[src/swcr_consts.svh]
/*
 constants of the selective-wake configuration bank: register addresses,
 field positions, reset values and the unlock key.
 assumes 7-bit register addresses as the serial register port delivers them.
*/
`ifndef SWCR_CONSTS_SVH
`define SWCR_CONSTS_SVH

// ----------------------------------------
// register addresses
// ----------------------------------------
`define SWCR_ADDR_CTRL 7'h20
`define SWCR_ADDR_QUANTA 7'h21
`define SWCR_ADDR_SAMPLE 7'h22
`define SWCR_ADDR_ID_TOP 7'h23
`define SWCR_ADDR_ID_UMID 7'h24
`define SWCR_ADDR_ID_LMID 7'h25
`define SWCR_ADDR_ID_BOT 7'h26
`define SWCR_ADDR_OPTION 7'h40

// ----------------------------------------
// field positions
// ----------------------------------------
`define SWCR_CTRL_CAL_BIT 7
`define SWCR_CTRL_KEY_HI 6
`define SWCR_CTRL_KEY_LO 5
`define SWCR_CTRL_TO_IRQ_BIT 4
`define SWCR_CTRL_VALID_BIT 0
`define SWCR_ID_BOT_RTR_BIT 1
`define SWCR_ID_BOT_IDE_BIT 0

// ----------------------------------------
// masks of writable bits, the unlock key and reset values
// ----------------------------------------
`define SWCR_CTRL_WMASK 8'hf1
`define SWCR_SAMPLE_WMASK 8'h3f
`define SWCR_ID_BOT_WMASK 8'h7f
`define SWCR_KEY_UNLOCK 2'h3
`define SWCR_RST_CTRL 8'h00
`define SWCR_RST_QUANTA 8'ha0
`define SWCR_RST_SAMPLE 8'h33
`define SWCR_RST_ID 8'h00
`define SWCR_RST_OPTION 8'h00

`endif

[src/swcr_pkg.sv]
/*
 types of the selective-wake configuration bank.
 assumes swcr_consts.svh for the numbers.
*/
package swcr_pkg;

   typedef enum logic [1:0] {
      SWCR_MODE_NORMAL = 2'b00,
      SWCR_MODE_STOP = 2'b01,
      SWCR_MODE_SLEEP = 2'b10,
      SWCR_MODE_OTHER = 2'b11
   } swcr_mode_e;

   typedef struct packed {
      logic wr;
      logic rd;
      logic [6:0] addr;
      logic [7:0] wdata;
   } swcr_req_s;

   typedef struct packed {
      logic [28:0] ident;
      logic remote_req;
      logic extended;
      logic [7:0] quanta_per_bit;
      logic [5:0] sample_point_fraction;
   } swcr_wake_cfg_s;

   typedef enum logic [1:0] {
      SWCR_CAL_IDLE = 2'b00,
      SWCR_CAL_RUN = 2'b01,
      SWCR_CAL_BLOCKED = 2'b10
   } swcr_cal_e;

endpackage

[src/swcr_bank.sv]
/*
 selective-wake configuration register bank with calibration control,
 bus-timeout interrupt gating and the configuration-valid handshake.
 the timeout flag and the operating mode are ports, not mapped registers;
 the option register sits at a spare address outside the bank.
 assumes a serial-interface decoder that delivers one-cycle read/write
 strobes with a 7-bit address, synchronous to mclk; power-on/soft reset
 arrives on reset, restart on restart.
 every output leaves from a register, so status lags internal state by
 one cycle.
*/
`timescale 1ns/1ps
`include "swcr_consts.svh"
module swcr_bank (
   input wire logic mclk,
   input wire logic reset,
   input wire logic restart,
   input wire swcr_pkg::swcr_req_s req,
   input wire swcr_pkg::swcr_mode_e mode,
   input wire logic wake_up_event,
   input wire logic bus_timeout_event,
   input wire logic bus_timeout_clear,
   input wire logic bus_transmit_input,
   output logic [7:0] rdata,
   output logic rvalid,
   output logic interrupt_out_n,
   output logic selective_wake_enable,
   output logic bus_timeout_flag,
   output logic oscillator_calibration_active,
   output logic trim_reference,
   output logic [7:0] wake_option_register,
   output swcr_pkg::swcr_wake_cfg_s wake_cfg
);
   import swcr_pkg::*;

   // ----------------------------------------
   // address decode
   // ----------------------------------------
   function automatic logic hit(input logic [6:0] a, input logic [6:0] r);
      hit = (a == r);
   endfunction

   // each address is matched once; the read and write strobes share the match
   wire sel_ctrl = hit(req.addr, `SWCR_ADDR_CTRL);
   wire sel_quanta = hit(req.addr, `SWCR_ADDR_QUANTA);
   wire sel_sample = hit(req.addr, `SWCR_ADDR_SAMPLE);
   wire sel_id_top = hit(req.addr, `SWCR_ADDR_ID_TOP);
   wire sel_id_umid = hit(req.addr, `SWCR_ADDR_ID_UMID);
   wire sel_id_lmid = hit(req.addr, `SWCR_ADDR_ID_LMID);
   wire sel_id_bot = hit(req.addr, `SWCR_ADDR_ID_BOT);
   wire sel_option = hit(req.addr, `SWCR_ADDR_OPTION);

   wire wr_ctrl = req.wr && sel_ctrl;
   wire wr_quanta = req.wr && sel_quanta;
   wire wr_sample = req.wr && sel_sample;
   wire wr_id_top = req.wr && sel_id_top;
   wire wr_id_umid = req.wr && sel_id_umid;
   wire wr_id_lmid = req.wr && sel_id_lmid;
   wire wr_id_bot = req.wr && sel_id_bot;
   wire wr_option = req.wr && sel_option;

   // ----------------------------------------
   // control register
   // ----------------------------------------
   logic [7:0] ctrl_ff;
   logic [7:0] nxt_ctrl;
   logic cfg_changed;
   logic unlocked;
   logic valid_clear;

   // any write to timing or identifier data counts as a change
   assign cfg_changed = wr_quanta | wr_sample | wr_id_top | wr_id_umid |
                        wr_id_lmid | wr_id_bot;
   // the key comes from the stored control byte, never from a write in flight
   assign unlocked = (ctrl_ff[`SWCR_CTRL_KEY_HI:`SWCR_CTRL_KEY_LO]
                      == `SWCR_KEY_UNLOCK);
   // hardware clear wins here: a stale valid after a change would be unsafe
   assign valid_clear = wake_up_event | cfg_changed;

   // restart keeps calibration and masking but drops valid: wake must be re-armed
   always_comb begin
      nxt_ctrl = ctrl_ff;
      if (restart) begin
         nxt_ctrl = {ctrl_ff[7:4], 4'h0};
      end else begin
         if (wr_ctrl) begin
            nxt_ctrl = req.wdata & `SWCR_CTRL_WMASK;
         end
         if (valid_clear) begin
            nxt_ctrl[`SWCR_CTRL_VALID_BIT] = 1'b0;
         end
      end
   end

   always_ff @(posedge mclk) begin
      if (reset) begin
         ctrl_ff <= `SWCR_RST_CTRL;
      end else begin
         ctrl_ff <= nxt_ctrl;
      end
   end

   // ----------------------------------------
   // timing, identifier and option registers
   // ----------------------------------------
   logic [7:0] quanta_q;
   logic [7:0] sample_q;
   logic [7:0] id_top_q;
   logic [7:0] id_umid_q;
   logic [7:0] id_lmid_q;
   logic [7:0] id_bot_q;
   logic [7:0] option_q;

   // identifier and timing bytes survive restart; only reset reloads them
   swcr_reg8 #(.RST_VAL(`SWCR_RST_QUANTA), .WMASK(8'hff), .KEEP_ON_RESTART(8'hff))
   u_quanta (
      .mclk(mclk),
      .reset(reset),
      .restart(restart),
      .wr_en(wr_quanta),
      .wdata(req.wdata),
      .q(quanta_q));

   swcr_reg8 #(.RST_VAL(`SWCR_RST_SAMPLE), .WMASK(`SWCR_SAMPLE_WMASK),
      .KEEP_ON_RESTART(8'hff))
   u_sample (
      .mclk(mclk),
      .reset(reset),
      .restart(restart),
      .wr_en(wr_sample),
      .wdata(req.wdata),
      .q(sample_q));

   swcr_reg8 #(.RST_VAL(`SWCR_RST_ID), .WMASK(8'hff), .KEEP_ON_RESTART(8'hff))
   u_id_top (
      .mclk(mclk),
      .reset(reset),
      .restart(restart),
      .wr_en(wr_id_top),
      .wdata(req.wdata),
      .q(id_top_q));

   swcr_reg8 #(.RST_VAL(`SWCR_RST_ID), .WMASK(8'hff), .KEEP_ON_RESTART(8'hff))
   u_id_umid (
      .mclk(mclk),
      .reset(reset),
      .restart(restart),
      .wr_en(wr_id_umid),
      .wdata(req.wdata),
      .q(id_umid_q));

   swcr_reg8 #(.RST_VAL(`SWCR_RST_ID), .WMASK(8'hff), .KEEP_ON_RESTART(8'hff))
   u_id_lmid (
      .mclk(mclk),
      .reset(reset),
      .restart(restart),
      .wr_en(wr_id_lmid),
      .wdata(req.wdata),
      .q(id_lmid_q));

   swcr_reg8 #(.RST_VAL(`SWCR_RST_ID), .WMASK(`SWCR_ID_BOT_WMASK),
      .KEEP_ON_RESTART(8'hff))
   u_id_bot (
      .mclk(mclk),
      .reset(reset),
      .restart(restart),
      .wr_en(wr_id_bot),
      .wdata(req.wdata),
      .q(id_bot_q));

   // option register only takes writes while the key is unlocked
   swcr_reg8 #(.RST_VAL(`SWCR_RST_OPTION), .WMASK(8'hff), .KEEP_ON_RESTART(8'hff))
   u_option (
      .mclk(mclk),
      .reset(reset),
      .restart(restart),
      .wr_en(wr_option && unlocked),
      .wdata(req.wdata),
      .q(option_q));

   // ----------------------------------------
   // calibration
   // ----------------------------------------
   logic cal_active;
   logic trim_ref;

   // a locked request waits in its own state and starts once the key arrives
   swcr_cal_ctrl u_cal (
      .mclk(mclk),
      .reset(reset),
      .cal_enable(ctrl_ff[`SWCR_CTRL_CAL_BIT]),
      .unlocked(unlocked),
      .bus_transmit_input(bus_transmit_input),
      .cal_active(cal_active),
      .trim_ref(trim_ref));

   // ----------------------------------------
   // selective wake, timeout flag and interrupt
   // ----------------------------------------
   logic swk_on;
   logic run_mode;
   logic to_flag_ff;
   logic nxt_to_flag;

   assign swk_on = ctrl_ff[`SWCR_CTRL_VALID_BIT];
   // mode gates only the pin; the flag itself does not look at the mode
   assign run_mode = (mode == SWCR_MODE_NORMAL) || (mode == SWCR_MODE_STOP);
   // a timeout in the clear cycle still sets the flag
   assign nxt_to_flag = (swk_on && bus_timeout_event) ? 1'b1 :
                        bus_timeout_clear ? 1'b0 : to_flag_ff;

   always_ff @(posedge mclk) begin
      if (reset) begin
         to_flag_ff <= 1'b0;
      end else begin
         to_flag_ff <= nxt_to_flag;
      end
   end

   // ----------------------------------------
   // read path and registered outputs
   // ----------------------------------------
   logic [7:0] rd_mux;

   // unmapped addresses select nothing and read as zero
   assign rd_mux = ({8{sel_ctrl}} & ctrl_ff & `SWCR_CTRL_WMASK) |
                   ({8{sel_quanta}} & quanta_q) |
                   ({8{sel_sample}} & sample_q) |
                   ({8{sel_id_top}} & id_top_q) |
                   ({8{sel_id_umid}} & id_umid_q) |
                   ({8{sel_id_lmid}} & id_lmid_q) |
                   ({8{sel_id_bot}} & id_bot_q) |
                   ({8{sel_option}} & option_q);

   logic [7:0] rdata_ff;
   logic rvalid_ff;
   logic irq_n_ff;
   logic swk_en_ff;
   logic to_out_ff;
   logic cal_out_ff;
   logic trim_out_ff;
   logic [7:0] option_out_ff;
   swcr_wake_cfg_s cfg_ff;

   always_ff @(posedge mclk) begin
      if (reset) begin
         rdata_ff <= 8'h00;
         rvalid_ff <= 1'b0;
         irq_n_ff <= 1'b1;
         swk_en_ff <= 1'b0;
         to_out_ff <= 1'b0;
         cal_out_ff <= 1'b0;
         trim_out_ff <= 1'b0;
         option_out_ff <= `SWCR_RST_OPTION;
         cfg_ff <= '0;
      end else begin
         // zero outside a read, so the valid strobe alone qualifies the data
         rdata_ff <= req.rd ? rd_mux : 8'h00;
         rvalid_ff <= req.rd;
         irq_n_ff <= ~(to_flag_ff & ctrl_ff[`SWCR_CTRL_TO_IRQ_BIT] & swk_on & run_mode);
         swk_en_ff <= swk_on;
         to_out_ff <= to_flag_ff;
         cal_out_ff <= cal_active;
         trim_out_ff <= trim_ref;
         option_out_ff <= option_q;
         // standard ids live in the top 11 positions
         cfg_ff.ident <= {id_top_q, id_umid_q, id_lmid_q, id_bot_q[6:2]};
         cfg_ff.remote_req <= id_bot_q[`SWCR_ID_BOT_RTR_BIT];
         cfg_ff.extended <= id_bot_q[`SWCR_ID_BOT_IDE_BIT];
         cfg_ff.quanta_per_bit <= quanta_q;
         cfg_ff.sample_point_fraction <= sample_q[5:0];
      end
   end

   assign rdata = rdata_ff;
   assign rvalid = rvalid_ff;
   assign interrupt_out_n = irq_n_ff;
   assign selective_wake_enable = swk_en_ff;
   assign bus_timeout_flag = to_out_ff;
   assign oscillator_calibration_active = cal_out_ff;
   assign trim_reference = trim_out_ff;
   assign wake_option_register = option_out_ff;
   assign wake_cfg = cfg_ff;
endmodule

[src/swcr_cal_ctrl.sv]
/*
 oscillator calibration sequencer: runs while calibration is enabled and
 unlocked, and forwards the transmit pin as the trimming reference.
 assumes the transmit pin is synchronous to mclk.
*/
`timescale 1ns/1ps
module swcr_cal_ctrl
   import swcr_pkg::*;
(
   input wire logic mclk,
   input wire logic reset,
   input wire logic cal_enable,
   input wire logic unlocked,
   input wire logic bus_transmit_input,
   output logic cal_active,
   output logic trim_ref
);
   swcr_cal_e state_ff;
   swcr_cal_e nxt_state;
   logic trim_ref_ff;

   always_comb begin
      nxt_state = state_ff;
      case (state_ff)
         SWCR_CAL_IDLE: begin
            if (cal_enable && unlocked) nxt_state = SWCR_CAL_RUN;
            else if (cal_enable) nxt_state = SWCR_CAL_BLOCKED;
         end
         SWCR_CAL_RUN: begin
            if (!cal_enable || !unlocked) nxt_state = SWCR_CAL_IDLE;
         end
         SWCR_CAL_BLOCKED: begin
            if (!cal_enable) nxt_state = SWCR_CAL_IDLE;
            else if (unlocked) nxt_state = SWCR_CAL_RUN;
         end
         default: nxt_state = SWCR_CAL_IDLE;
      endcase
   end

   always_ff @(posedge mclk) begin
      if (reset) begin
         state_ff <= SWCR_CAL_IDLE;
         trim_ref_ff <= 1'b0;
      end else begin
         state_ff <= nxt_state;
         // pattern only passes while calibrating
         trim_ref_ff <= (nxt_state == SWCR_CAL_RUN) & bus_transmit_input;
      end
   end

   assign cal_active = (state_ff == SWCR_CAL_RUN);
   assign trim_ref = trim_ref_ff;
endmodule

[src/swcr_reg8.sv]
/*
 one 8-bit configuration register with separate power-on and restart
 behaviour and a write mask that keeps reserved bits at zero.
 assumes one clock and a synchronous reset.
*/
`timescale 1ns/1ps
module swcr_reg8 #(
   parameter logic [7:0] RST_VAL = 8'h00,
   parameter logic [7:0] WMASK = 8'hff,
   parameter logic [7:0] KEEP_ON_RESTART = 8'hff
) (
   input wire logic mclk,
   input wire logic reset,
   input wire logic restart,
   input wire logic wr_en,
   input wire logic [7:0] wdata,
   output logic [7:0] q
);
   logic [7:0] q_ff;
   logic [7:0] nxt_q;

   // restart keeps only the bits marked to survive it
   assign nxt_q = restart ? (q_ff & KEEP_ON_RESTART) :
                  wr_en ? (wdata & WMASK) : q_ff;

   always_ff @(posedge mclk) begin
      if (reset) begin
         q_ff <= RST_VAL;
      end else begin
         q_ff <= nxt_q;
      end
   end

   assign q = q_ff;
endmodule

[config.mk]
export PLATFORM = sky130hd
export DESIGN_NAME = swcr_bank
export DESIGN_NICKNAME = d
export VERILOG_FILES = /design/src/swcr_pkg.sv /design/src/swcr_bank.sv /design/src/swcr_cal_ctrl.sv /design/src/swcr_reg8.sv
export VERILOG_INCLUDE_DIRS = /design/src
export SDC_FILE = /design/constraint.sdc
export NUM_CORES = 1
export LEC_CHECK = 0
export BUFFER_PORTS_ARGS = -buffer_cell sky130_fd_sc_hd__buf_2
export CAP_MARGIN = 0
export CORE_ASPECT_RATIO = 0.5
export CORE_MARGIN = 5
export CORE_UTILIZATION = 49
export DETAILED_ROUTE_END_ITERATION = 7
export GPL_TIMING_DRIVEN = 0
export PLACE_DENSITY = 0.75
export SYNTH_ARGS = -nofsm -noshare
export SYNTH_HDL_FRONTEND = slang
export SYNTH_SLANG_ARGS = --single-unit
export TNS_END_PERCENT = 50
[constraint.sdc]
create_clock -name mclk -period 1.6 [get_ports mclk]
set_input_delay 0.08 -clock mclk [delete_from_list [all_inputs] [get_ports mclk]]
set_output_delay 0.08 -clock mclk [all_outputs]
set_load 0.1 [all_outputs]
; After elaboration in Yosys (flattened, before gate mapping)
; Cells that the tools add are included.
[totals]
ff_bits = 129
input_bits = 26
output_inout_bits = 67
[classes]
eq_ne = 13
n_mux = 8
n_bitwise = 28
reduce_logical = 28
[op_table]
columns = op, count
row1 = bitwise OR 8 bit, 7
row2 = "== test 7 x 6 -> 1 bit, second input constant", 7
row3 = AND 8 bit, 6
row4 = AND reduction 2 bit, 8
row5 = logical AND 1 bit, 11
row6 = two-way mux 2 bit, 5
row7 = AND 8 x 6 -> 8 bit, 1
row8 = AND 8 x 7 -> 8 bit, 1
row9 = "== test 7 bit, second input constant", 1
row10 = "== test 2 x 1 -> 1 bit, second input constant", 3
row11 = bitwise OR 1 bit, 6
row12 = one-hot mux 2 bit (3 select lines), 1
row13 = AND 1 bit, 4
row14 = "== test 2 bit, second input constant", 2
row15 = zero test 2 bit, 2
row16 = inverter 1 bit, 3
row17 = OR reduction 3 bit, 1
row18 = zero test 1 bit, 2
row19 = logical OR 1 bit, 2
row20 = two-way mux 1 bit, 2
row21 = nonzero test 2 bit, 1
row22 = OR reduction 2 bit, 1

; Longest topological paths before layout
; Gate-level depths: netlist (run 1).
[depth]
ltp_word = 9
mapped_depth = 6

; Cells and area by module
; From an unflattened synthesis (run 1), not the netlist that was laid out.
[hier_totals]
hier_cells = 489
hier_area_um2 = 5232.5
[modules_own_cells]
columns = module, n_inst, cells_each, area_each_um2
row1 = swcr_bank, 1, 247, 2702.6
row2 = swcr_reg8 at u_id_lmid ..., 4, 34, 359.1
row3 = swcr_reg8 at u_id_bot, 1, 32, 350.3
row4 = swcr_reg8 at u_quanta, 1, 35, 347.8
row5 = swcr_reg8 at u_sample, 1, 30, 284.0
row6 = swcr_cal_ctrl, 1, 9, 111.4

; Least setup slack after synthesis (run 1)
; No wires, ideal clock.
[synth_path]
path_kind = input to register
start = input req[11] in the netlist's numbering
end = register u_id_lmid.q_ff[5] (netlist: u_id_lmid.q[5])
setup_ns = 0.128
arrival_time_ns = 1.445
required_ns = 1.472
setup_slack_ns = 0.027
cell_stages = 5
n_path_buf = 1
path_cell_list = buf_6 -> or4b_4 -> nor3_4 -> mux2i_1 -> nor2_1
[synth_between]
elab_chain_len = 3
[synth_lines]
columns = item, line_no
row1 = from (decl), swcr_bank.sv:18  ; input wire swcr_pkg::swcr_req_s req,
row2 = == test 7 x 6 -> 1 bit, swcr_bank.sv:40  ; hit = (a == r);
row3 = logical AND 1 bit, swcr_bank.sv:58  ; wire wr_id_lmid = req.wr && sel_id_lmid;
row4 = AND reduction 2 bit (no line), n/a
row5 = to (signal assigned), swcr_reg8.sv:30  ; q_ff <= nxt_q;
row6 = to (decl), swcr_reg8.sv:19  ; logic [7:0] q_ff;
; No other way between the ends.
; A chain may end at the register's enable or synchronous reset.

; Worst setup path in the final report (run 1)
[layout_path]
start = register ctrl_ff[6]
end = register u_option.q_ff[0] (netlist: u_option.q[0])
[layout_between]
elab_chain_len = 3
[layout_lines]
columns = item, line_no
row1 = from (decl), swcr_bank.sv:65  ; logic [7:0] ctrl_ff;
row2 = from (signal assigned), swcr_bank.sv:97  ; ctrl_ff <= `SWCR_RST_CTRL;
row3 = from (signal assigned), swcr_bank.sv:99  ; ctrl_ff <= nxt_ctrl;
row4 = == test 2 bit (no line), n/a
row5 = logical AND 1 bit, swcr_bank.sv:177  ; .wr_en(wr_option && unlocked),
row6 = AND reduction 2 bit (no line), n/a
row7 = to (signal assigned), swcr_reg8.sv:30
row8 = to (decl), swcr_reg8.sv:19
; No other way between the ends.

==> summary.md, run 1 <==
| Metric | Value |
|---|---|
| Total of endpoints with negative setup slack in the final report | 0 |
| I/O pins | 93 |
| Highest-count cells in the layout ignoring fill and taps | 129 x dfxtp_1, 88 x buf_2, 63 x nor2_1 |
| Syn-to-layout area delta | 27.1% |
| Clock edge transition at the registers on the reported setup and hold paths | approximately 0.060 ns |
| Clock Sink Count | 129 |
| Crit path max-delay family | simple AND/OR/NAND/NOR gates |
| Aggregate negative setup slack | 0 ns |
| Max-slew violation count | 0 |
| Count of unique library cells instantiated by Yosys | 45 |
| Worst ir drop on vdd | between 0.0007 and 0.0008 V |
| DRC violation count after routing | 0 |
| Commonest register cell after synthesis | dfxtp_1 |
| Std-Cell Rows | 25 |
| Avg Inst Size Synth | between 10 and 15 um^2 |
| Tightest Pin Transition | approximately 0.91 ns |
| Post-Synthesis Net Count | 458 |
| Crit path arrival time | 1.82 ns |
| Setup slack of the critical path after layout | between 0.06 and 0.07 ns |
| Share of power burned in registers | 0.436 |
| Buffer type at the clock tree root | clkbuf_16 |
| Achievable frequency | ~0.65 GHz |
| Startpoint-to-endpoint class of the critical path | flip-flop to flip-flop |
| Post-Route Utilization | 0.631 |
| Critical path's largest stage delay | ~0.37 ns |
| Slowest CP cell | dfxtp_1 |
| Asr flop ratio synth | 0 |
| Initial drt markers | 309 |
| Detailed-route vias per instance | 5.37 |
| Switching share of power | 0.225 |
| Required time at the worst-slack endpoint | about 1.9 ns |
| Final worst path period need | roughly 1.5 ns |
| Final net count | between 500 and 600 |
| Routed length on met3 | between 1000 and 1500 um |
| Clock insertion delay at the later pin of the skew report | approximately 0.42 ns |
| Number of antenna violations at the first check in global routing | 0 |
| Number of cells on the worst reg-to-reg path | 5 |
| Number of buffers added by the clock tree synthesis step | 17 |
| Vias in the first global route | roughly 3.5k |
| Detailed-route via count | 3636 |
| NetSw | between 1.5 and 2 mW |
| Total overflow reported by the global router | 0 |
| Critical path buffers and inverters | 1 |
| Number of violations of the max-capacitance limit | 0 |
| Pre-CTS setup slack | -0.511 ns |
| Post-Syn Area | 4640 um^2 |
| Placeable core area | approximately 9400 um^2 |
| # port buffers | between 80 and 90 |
| Cell internal pwr | approximately 5.8 mW |
| Routability-driven placement congestion ratio | slightly below 1 |
| Sequential share of the synthesized area | 0.556 |
| Length of the first detailed-routing pass in iterations | 5 |
| Wire length of the first global-routing pass | around 20000 um |
| Outcome | completed |
| Cell-by-cell listing of the critical path | and2_1 -> and4_1 -> clkbuf_4 -> mux2i_1 -> nor2_1 |
| Die Y-Extent | around 79 um |
| WL per Instance | a little under 20 um |
| Stages on worst setup path | 5 |
| H-Tree Level Count | 4 |
| Warning count from the yosys run | 0 |
| Total power density per cell area | between 1000 and 1500 nW/um^2 |
| Leading cell type in the layout, fill and taps excluded | dfxtp_1 |
| CTS max path bufs | 2 |
| Fraction of layout cells with a size suffix above 1 | 0.261 |
| WL final | approximately 13000 um |
| Number of enable flip-flop cells after synthesis | 0 |
| Worst min-delay path category | primary input to flip-flop |
| Depth of the worst hold-timing path | 3 |
| Power share of the clock group | 0.514 |
| Register-to-register setup slack | 0.06 ns |
| Slew margin rel. | 0.385 |
| Initial Utilization | 0.496 |
| Post-Syn Instances | approximately 430 |
| Top routing layer in use | met4 |
| Clock Skews | roughly 0.0057 ns |
| Combined global-route utilization of all metal layers | 0.233 |
| Routed length on met1 | 5960 um |
| Leakage | roughly 2.7 nW |
| Chip width | roughly 150 um |
| Final Hold Slack | roughly 0.014 ns |
| Kind of capture point of the worst setup path | flip-flop |
| Worst Setup Start Kind | flip-flop |
| Met2 WL post-DR | roughly 5600 um |
| Post-DP HPWL | 9190 um |
| Diodes inserted | 0 |
| Final hold violations | 0 |
| Maximum number of pins on one net before global-route repair | 17 |
| Remaining number of nets flagged by the antenna check after routing | 0 |
| TritonCTS clock tree | yes |
| Number of register bits inferred by synthesis | about 130 |
| Largest fanout on the critical path | 8 |
| Die area | between 10000 and 15000 um^2 |
| Final worst path period share | 0.960 |
| Filler cell count in the final layout | 783 |
| Combinational fraction of design power | 0.051 |
| RSZ-0062 raised after global routing | yes |
==> worst min-delay path: stages <==
cell and delay [ns]:
buf_2 0.16, mux2i_1 0.09, nor2_1 0.07
==> repair_timing <==
item | CTS | global route
resized for setup | 2 | 5
pin swaps | 0 | 2
buffers inserted | 0 | 1
hold buffers | 6 | 0
endpoints found under the hold margin | 4 | 0
endpoints found under the setup margin | 18 | 27
==> cells in the mapped netlist (5+ instances only) <==
master / number / area, um^2
a21oi_1: 6 / 30.0
dfxtp_1: 129 / 2580
nor2b_1: 59 / 369
a211o_1: 6 / 52.6
nor2_1: 63 / 236
mux2i_1: 53 / 531
mux2_2: 8 / 90.1
a221oi_1: 7 / 61.3
a32oi_1: 5 / 43.8
inv_1: 10 / 37.5
clkbuf_1: 19 / 71.3
==> path summary, 6_finish.rpt <==
kind                                  from              end
worst max-delay path            ctrl_ff[6]    u_option.q[0]
worst min-delay path                req[7]   u_id_umid.q[7]
worst max register to register  ctrl_ff[6]    u_option.q[0]
worst min register to register  to_flag_ff  interrupt_out_n
==> through the flow <==
| stage | total power, mW | std cells | cell area, um^2 |
|---|---|---|---|
| after floorplan | 3.52 | 432 | 4640 |
| after global placement | 3.66 | 639 | 5230 |
| after detailed placement | 3.66 | 639 | 5230 |
| after CTS | 7.46 | 676 | 5890 |
| after global routing | 7.65 | 677 | 5900 |
| final | 7.42 | 677 | 5900 |
==> final cells by class <==
class / instances / area [um^2] / share of cell area
flip-flops and latches: 129 / 2580 / 0.438
multi-input cells: 267 / 1930 / 0.326
repair buffers: 93 / 498 / 0.0844
clock buffers: 21 / 480 / 0.0814
well taps: 121 / 151 / 0.0257
plain buffers: 26 / 115 / 0.0195
clock inverters: 10 / 109 / 0.0185
inverters: 10 / 37.5 / 0.00636
==> layer usage <==
layer	track usage	vias to the layer above
met1	0.333	1733
met3	0.0792	25
met2	0.329	156
met4	0.0762	0
li1	-	1722
met5	0	-
==> state kept, by name, summed over array words and instances (netlist names), 2 cells and up <==
signal                count
ctrl_ff                   5
rdata                     8
u_cal.state_ff            2
u_id_bot.q                7
u_id_lmid.q               8
u_id_top.q                8
u_id_umid.q               8
u_option.q                8
u_quanta.q                8
u_sample.q                6
wake_cfg                 45
wake_option_register      8
==> power by group through the flow <==
stage,combinational [mW],clock [mW],sequential [mW]
2_1_floorplan,0.146,0,3.38
3_3_place_gp,0.358,0,3.30
3_5_place_dp,0.357,0,3.30
4_1_cts,0.371,3.85,3.23
5_1_grt,0.396,4.03,3.23
6_report,0.376,3.81,3.23
==> kinds of logic (layout without fill, tap and decap cells) <==
group                  count (synthesis)  in the layout  synth area share
AO/OA/AOI/OAI                         46             46            0.0803
buffers and inverters                 36            160            0.0315
flip-flops                           129            129             0.556
multiplexers                          62             62             0.139
AND/OR/NAND/NOR                      159            159             0.193
Power figures use the tool's default switching activity.
==> inputs of run 2 (changes only) <==
--- a/config.mk
+++ b/config.mk
@@ -6,6 +6,8 @@
 export SDC_FILE = /design/constraint.sdc
 export NUM_CORES = 1
 export LEC_CHECK = 0
+export ABC_AREA = 1
+export ABC_CLOCK_PERIOD_IN_PS = 1600
 export BUFFER_PORTS_ARGS = -buffer_cell sky130_fd_sc_hd__buf_2
 export CAP_MARGIN = 0
 export CORE_ASPECT_RATIO = 0.5
==> summary.md, run 2 <==
| Metric | Value |
|---|---|
| Maximum number of pins on one net before global-route repair | 17 (unchanged) |
| Number of non-filler instances in the completed layout | 836 (+23%) |
| Detailed-route via count | 4277 (+18%) |
| Worst ir drop on vdd | 0.000731 V (-8.5%) |
| Routability-driven placement congestion ratio | 0.926 (-3.9%) |
| Avg Inst Size Synth | 7.88 um^2 (-27%) |
| Post-Syn Area | 4630 um^2 (-0.35%) |
| Tightest Pin Transition | 0.685 ns (-0.224 ns) |
| # port buffers | 91 (+5.8%) |
| Die area | 11600 um^2 (-0.32%) |
| Std-Cell Rows | 25 (unchanged) |
| Number of violations of the max-capacitance limit | 0 (unchanged) |
| Wire length of the first global-routing pass | 20900 um (+3.7%) |
| Commonest register cell after synthesis | dfxtp_1 |
| Highest-count cells in the layout ignoring fill and taps | 129 x dfxtp_1, 98 x buf_2, 93 x nor2_1 |
| Setup slack of the critical path after layout | 0.280 ns (+0.215 ns) |
| Chip width | 147 um (-0.16%) |
| Final hold violations | 0 (unchanged) |
| Complex-gate fraction of the synthesized area | 0.120 (+0.0398) |
| Crit path arrival time | 1.68 ns (-0.14 ns) |
| Vias in the first global route | 4161 (+18%) |
| Post-Synthesis Net Count | 613 (+34%) |
| Clock edge transition at the registers on the reported setup and hold paths | 0.06 ns (about the same) |
| Asr flop ratio synth | 0 (unchanged) |
| Quantity of gates resized following cts | 0 (-2) |
| Cell with the most instances after synthesis | dfxtp_1 |
| Total power density per cell area | 1280 nW/um^2 (+1.6%) |
| TritonCTS clock tree | yes |
| Leading cell type in the layout, fill and taps excluded | dfxtp_1 |
| I/O pins | 93 (unchanged) |
| WL final | 12900 um (-1.2%) |
| Pre-CTS setup slack | 0.0986 ns (+0.609 ns) |
| Adder-Cell Fraction of Synth Area | 0 (unchanged) |
| CTS max path bufs | 2 (unchanged) |
| Proportion of netlist area held by the largest area contributor | 0.558 (+0.00196) |
| Outcome | completed |
| H-Tree Level Count | 4 (unchanged) |
| Dominant cells by area after synthesis | dfxtp_1 56%, nor2_1 7.5%, nand2_1 7.1% |
| Final net count | 728 (+28%) |
| Aggregate negative setup slack | 0 ns (unchanged) |
| RSZ-0062 raised after global routing | no |
| Area share of xor/xnor cells in the synthesized design | 0 (unchanged) |
| Simple logic cell fraction of the synthesized area | 0.231 (+0.0372) |
| Die Y-Extent | 78.7 um (-0.16%) |
| Slew margin rel. | 0.543 (+0.158) |
| Initial drt markers | 361 (+17%) |
| Number of antenna violations at the first check in global routing | 0 (unchanged) |
| Largest fanout on the critical path | 10 (+2) |
| Warning count from the yosys run | 0 (unchanged) |
| Count of unique library cells instantiated by Yosys | 24 (-47%) |
| Number of enable flip-flop cells after synthesis | 0 (unchanged) |
| Syn-to-layout area delta | 27.3% |
| Placeable core area | 9320 um^2 (-0.33%) |
| Post-Syn Instances | 587 (+36%) |
| Multiplexer fraction of the synthesized cell area | 0 (-0.139) |
| Setup fix buffers added after clock tree synthesis | 0 (unchanged) |
| Initial Utilization | 0.496 (about the same) |
| Remaining number of nets flagged by the antenna check after routing | 0 (unchanged) |
| Final worst path period share | 0.825 (-0.135) |
| Combinational family with the most area after synthesis | simple AND/OR/NAND/NOR gates |
| Total overflow reported by the global router | 0 (unchanged) |
| Diodes inserted | 0 (unchanged) |
| DRC violation count after routing | 0 (unchanged) |
| Clock Skews | 0.00937 ns (+0.00368 ns) |
| Final Hold Slack | 0.0201 ns (+0.00599 ns) |
| Buffer type at the clock tree root | clkbuf_16 |
| Max-slew violation count | 0 (unchanged) |
| Detailed-route vias per instance | 5.12 (-4.7%) |
| Number of placed instances with taps included | 799 (+25%) |
| Clock insertion delay at the later pin of the skew report | 0.42 ns (about the same) |
| Kind of capture point of the worst setup path | flip-flop |
| Depth of the worst hold-timing path | 3 (unchanged) |
| Number of register bits inferred by synthesis | 129 (unchanged) |
| Worst min-delay path category | primary input to flip-flop |
| Leakage | 2.82 nW (+3.4%) |
| Achievable frequency | 0.758 GHz (+16%) |
| Largest register FFs | 45 (unchanged) |
| Leading area contributor after synthesis | dfxtp_1 |
| Startpoint-to-endpoint class of the critical path | primary input to flip-flop |
| Sequential share of the synthesized area | 0.558 (+0.00196) |
| Total of endpoints with negative setup slack in the final report | 0 (unchanged) |
| Final worst path period need | 1.32 ns (-0.215 ns) |
| WL per Instance | 15.5 um (-20%) |
| Post-DP HPWL | 9380 um (+2.0%) |
| Number of buffers added by the clock tree synthesis step | 17 (unchanged) |
| Combined global-route utilization of all metal layers | 0.236 (+0.00358) |
| Number of cells on the worst reg-to-reg path | 5 (unchanged) |
| Clock Sink Count | 129 (unchanged) |
| Required time at the worst-slack endpoint | 1.96 ns (+0.07 ns) |
| Most frequent cells after synthesis | 129 x dfxtp_1, 93 x nor2_1, 88 x nand2_1 |
| Length of the first detailed-routing pass in iterations | 5 (unchanged) |
| Worst Setup Start Kind | primary input |
| Fraction of layout cells with a size suffix above 1 | 0.204 (-0.0566) |
[run 2: repair_timing]
action / CTS / global route
endpoints found under the hold margin: 4 / 0
endpoints found under the setup margin: 0 / 0
hold buffers: 5 / 0
[run 2: layout make-up]
type	instances	area (um^2)
fillers	808	3430
plain buffers	24	125
well taps	121	151
repair buffers	96	505
flip-flops and latches	129	2580
inverters	79	297
multi-input cells	355	1620
clock buffers	23	478
clock inverters	9	130
[run 2: metal layers]
metal	wire [um]	GRT usage
met1	5510	0.309
met2	5750	0.365
met3	1340	0.0770
met4	337	0.0957
met5	0	0
[run 2: path summary, 6_finish.rpt]
| check | from | to | slack [ns] |
|---|---|---|---|
| setup / recovery | reset | to_flag_ff | 0.28 |
| hold / removal | req[7] | u_id_lmid.q[7] | 0.02 |
| setup reg to reg | ctrl_ff[0] | to_flag_ff | 0.30 |
| hold reg to reg | u_cal.trim_ref | trim_reference | 0.41 |
[run 2: per-stage QoR]
stage                util  power, mW  area, um^2
floorplan               -       3.51        4630
global placement    0.561       3.63        5230
detailed placement  0.561       3.64        5230
CTS                 0.632       7.56        5890
global route        0.632       7.77        5890
finish              0.632       7.53        5890
[run 2: critical path, stage by stage]
cell,delay [ns]
buf_2,0.12
inv_1,0.19
clkbuf_1,0.38
nand2_1,0.10
inv_1,0.12
nand2_1,0.06
o31ai_1,0.06
dlygate4sd3_1,0.58
[run 2: logic make-up after synthesis]
group	count (synthesis)
compound gates	107
buf+inv	103
flops	129
simple gates	248
[run 2: power by group]
part           leakage (nW)  switching [mW]  internal, mW
registers              1.04         0.00403          3.23
clock network         0.297            1.37          2.57
logic                  1.48           0.277        0.0753
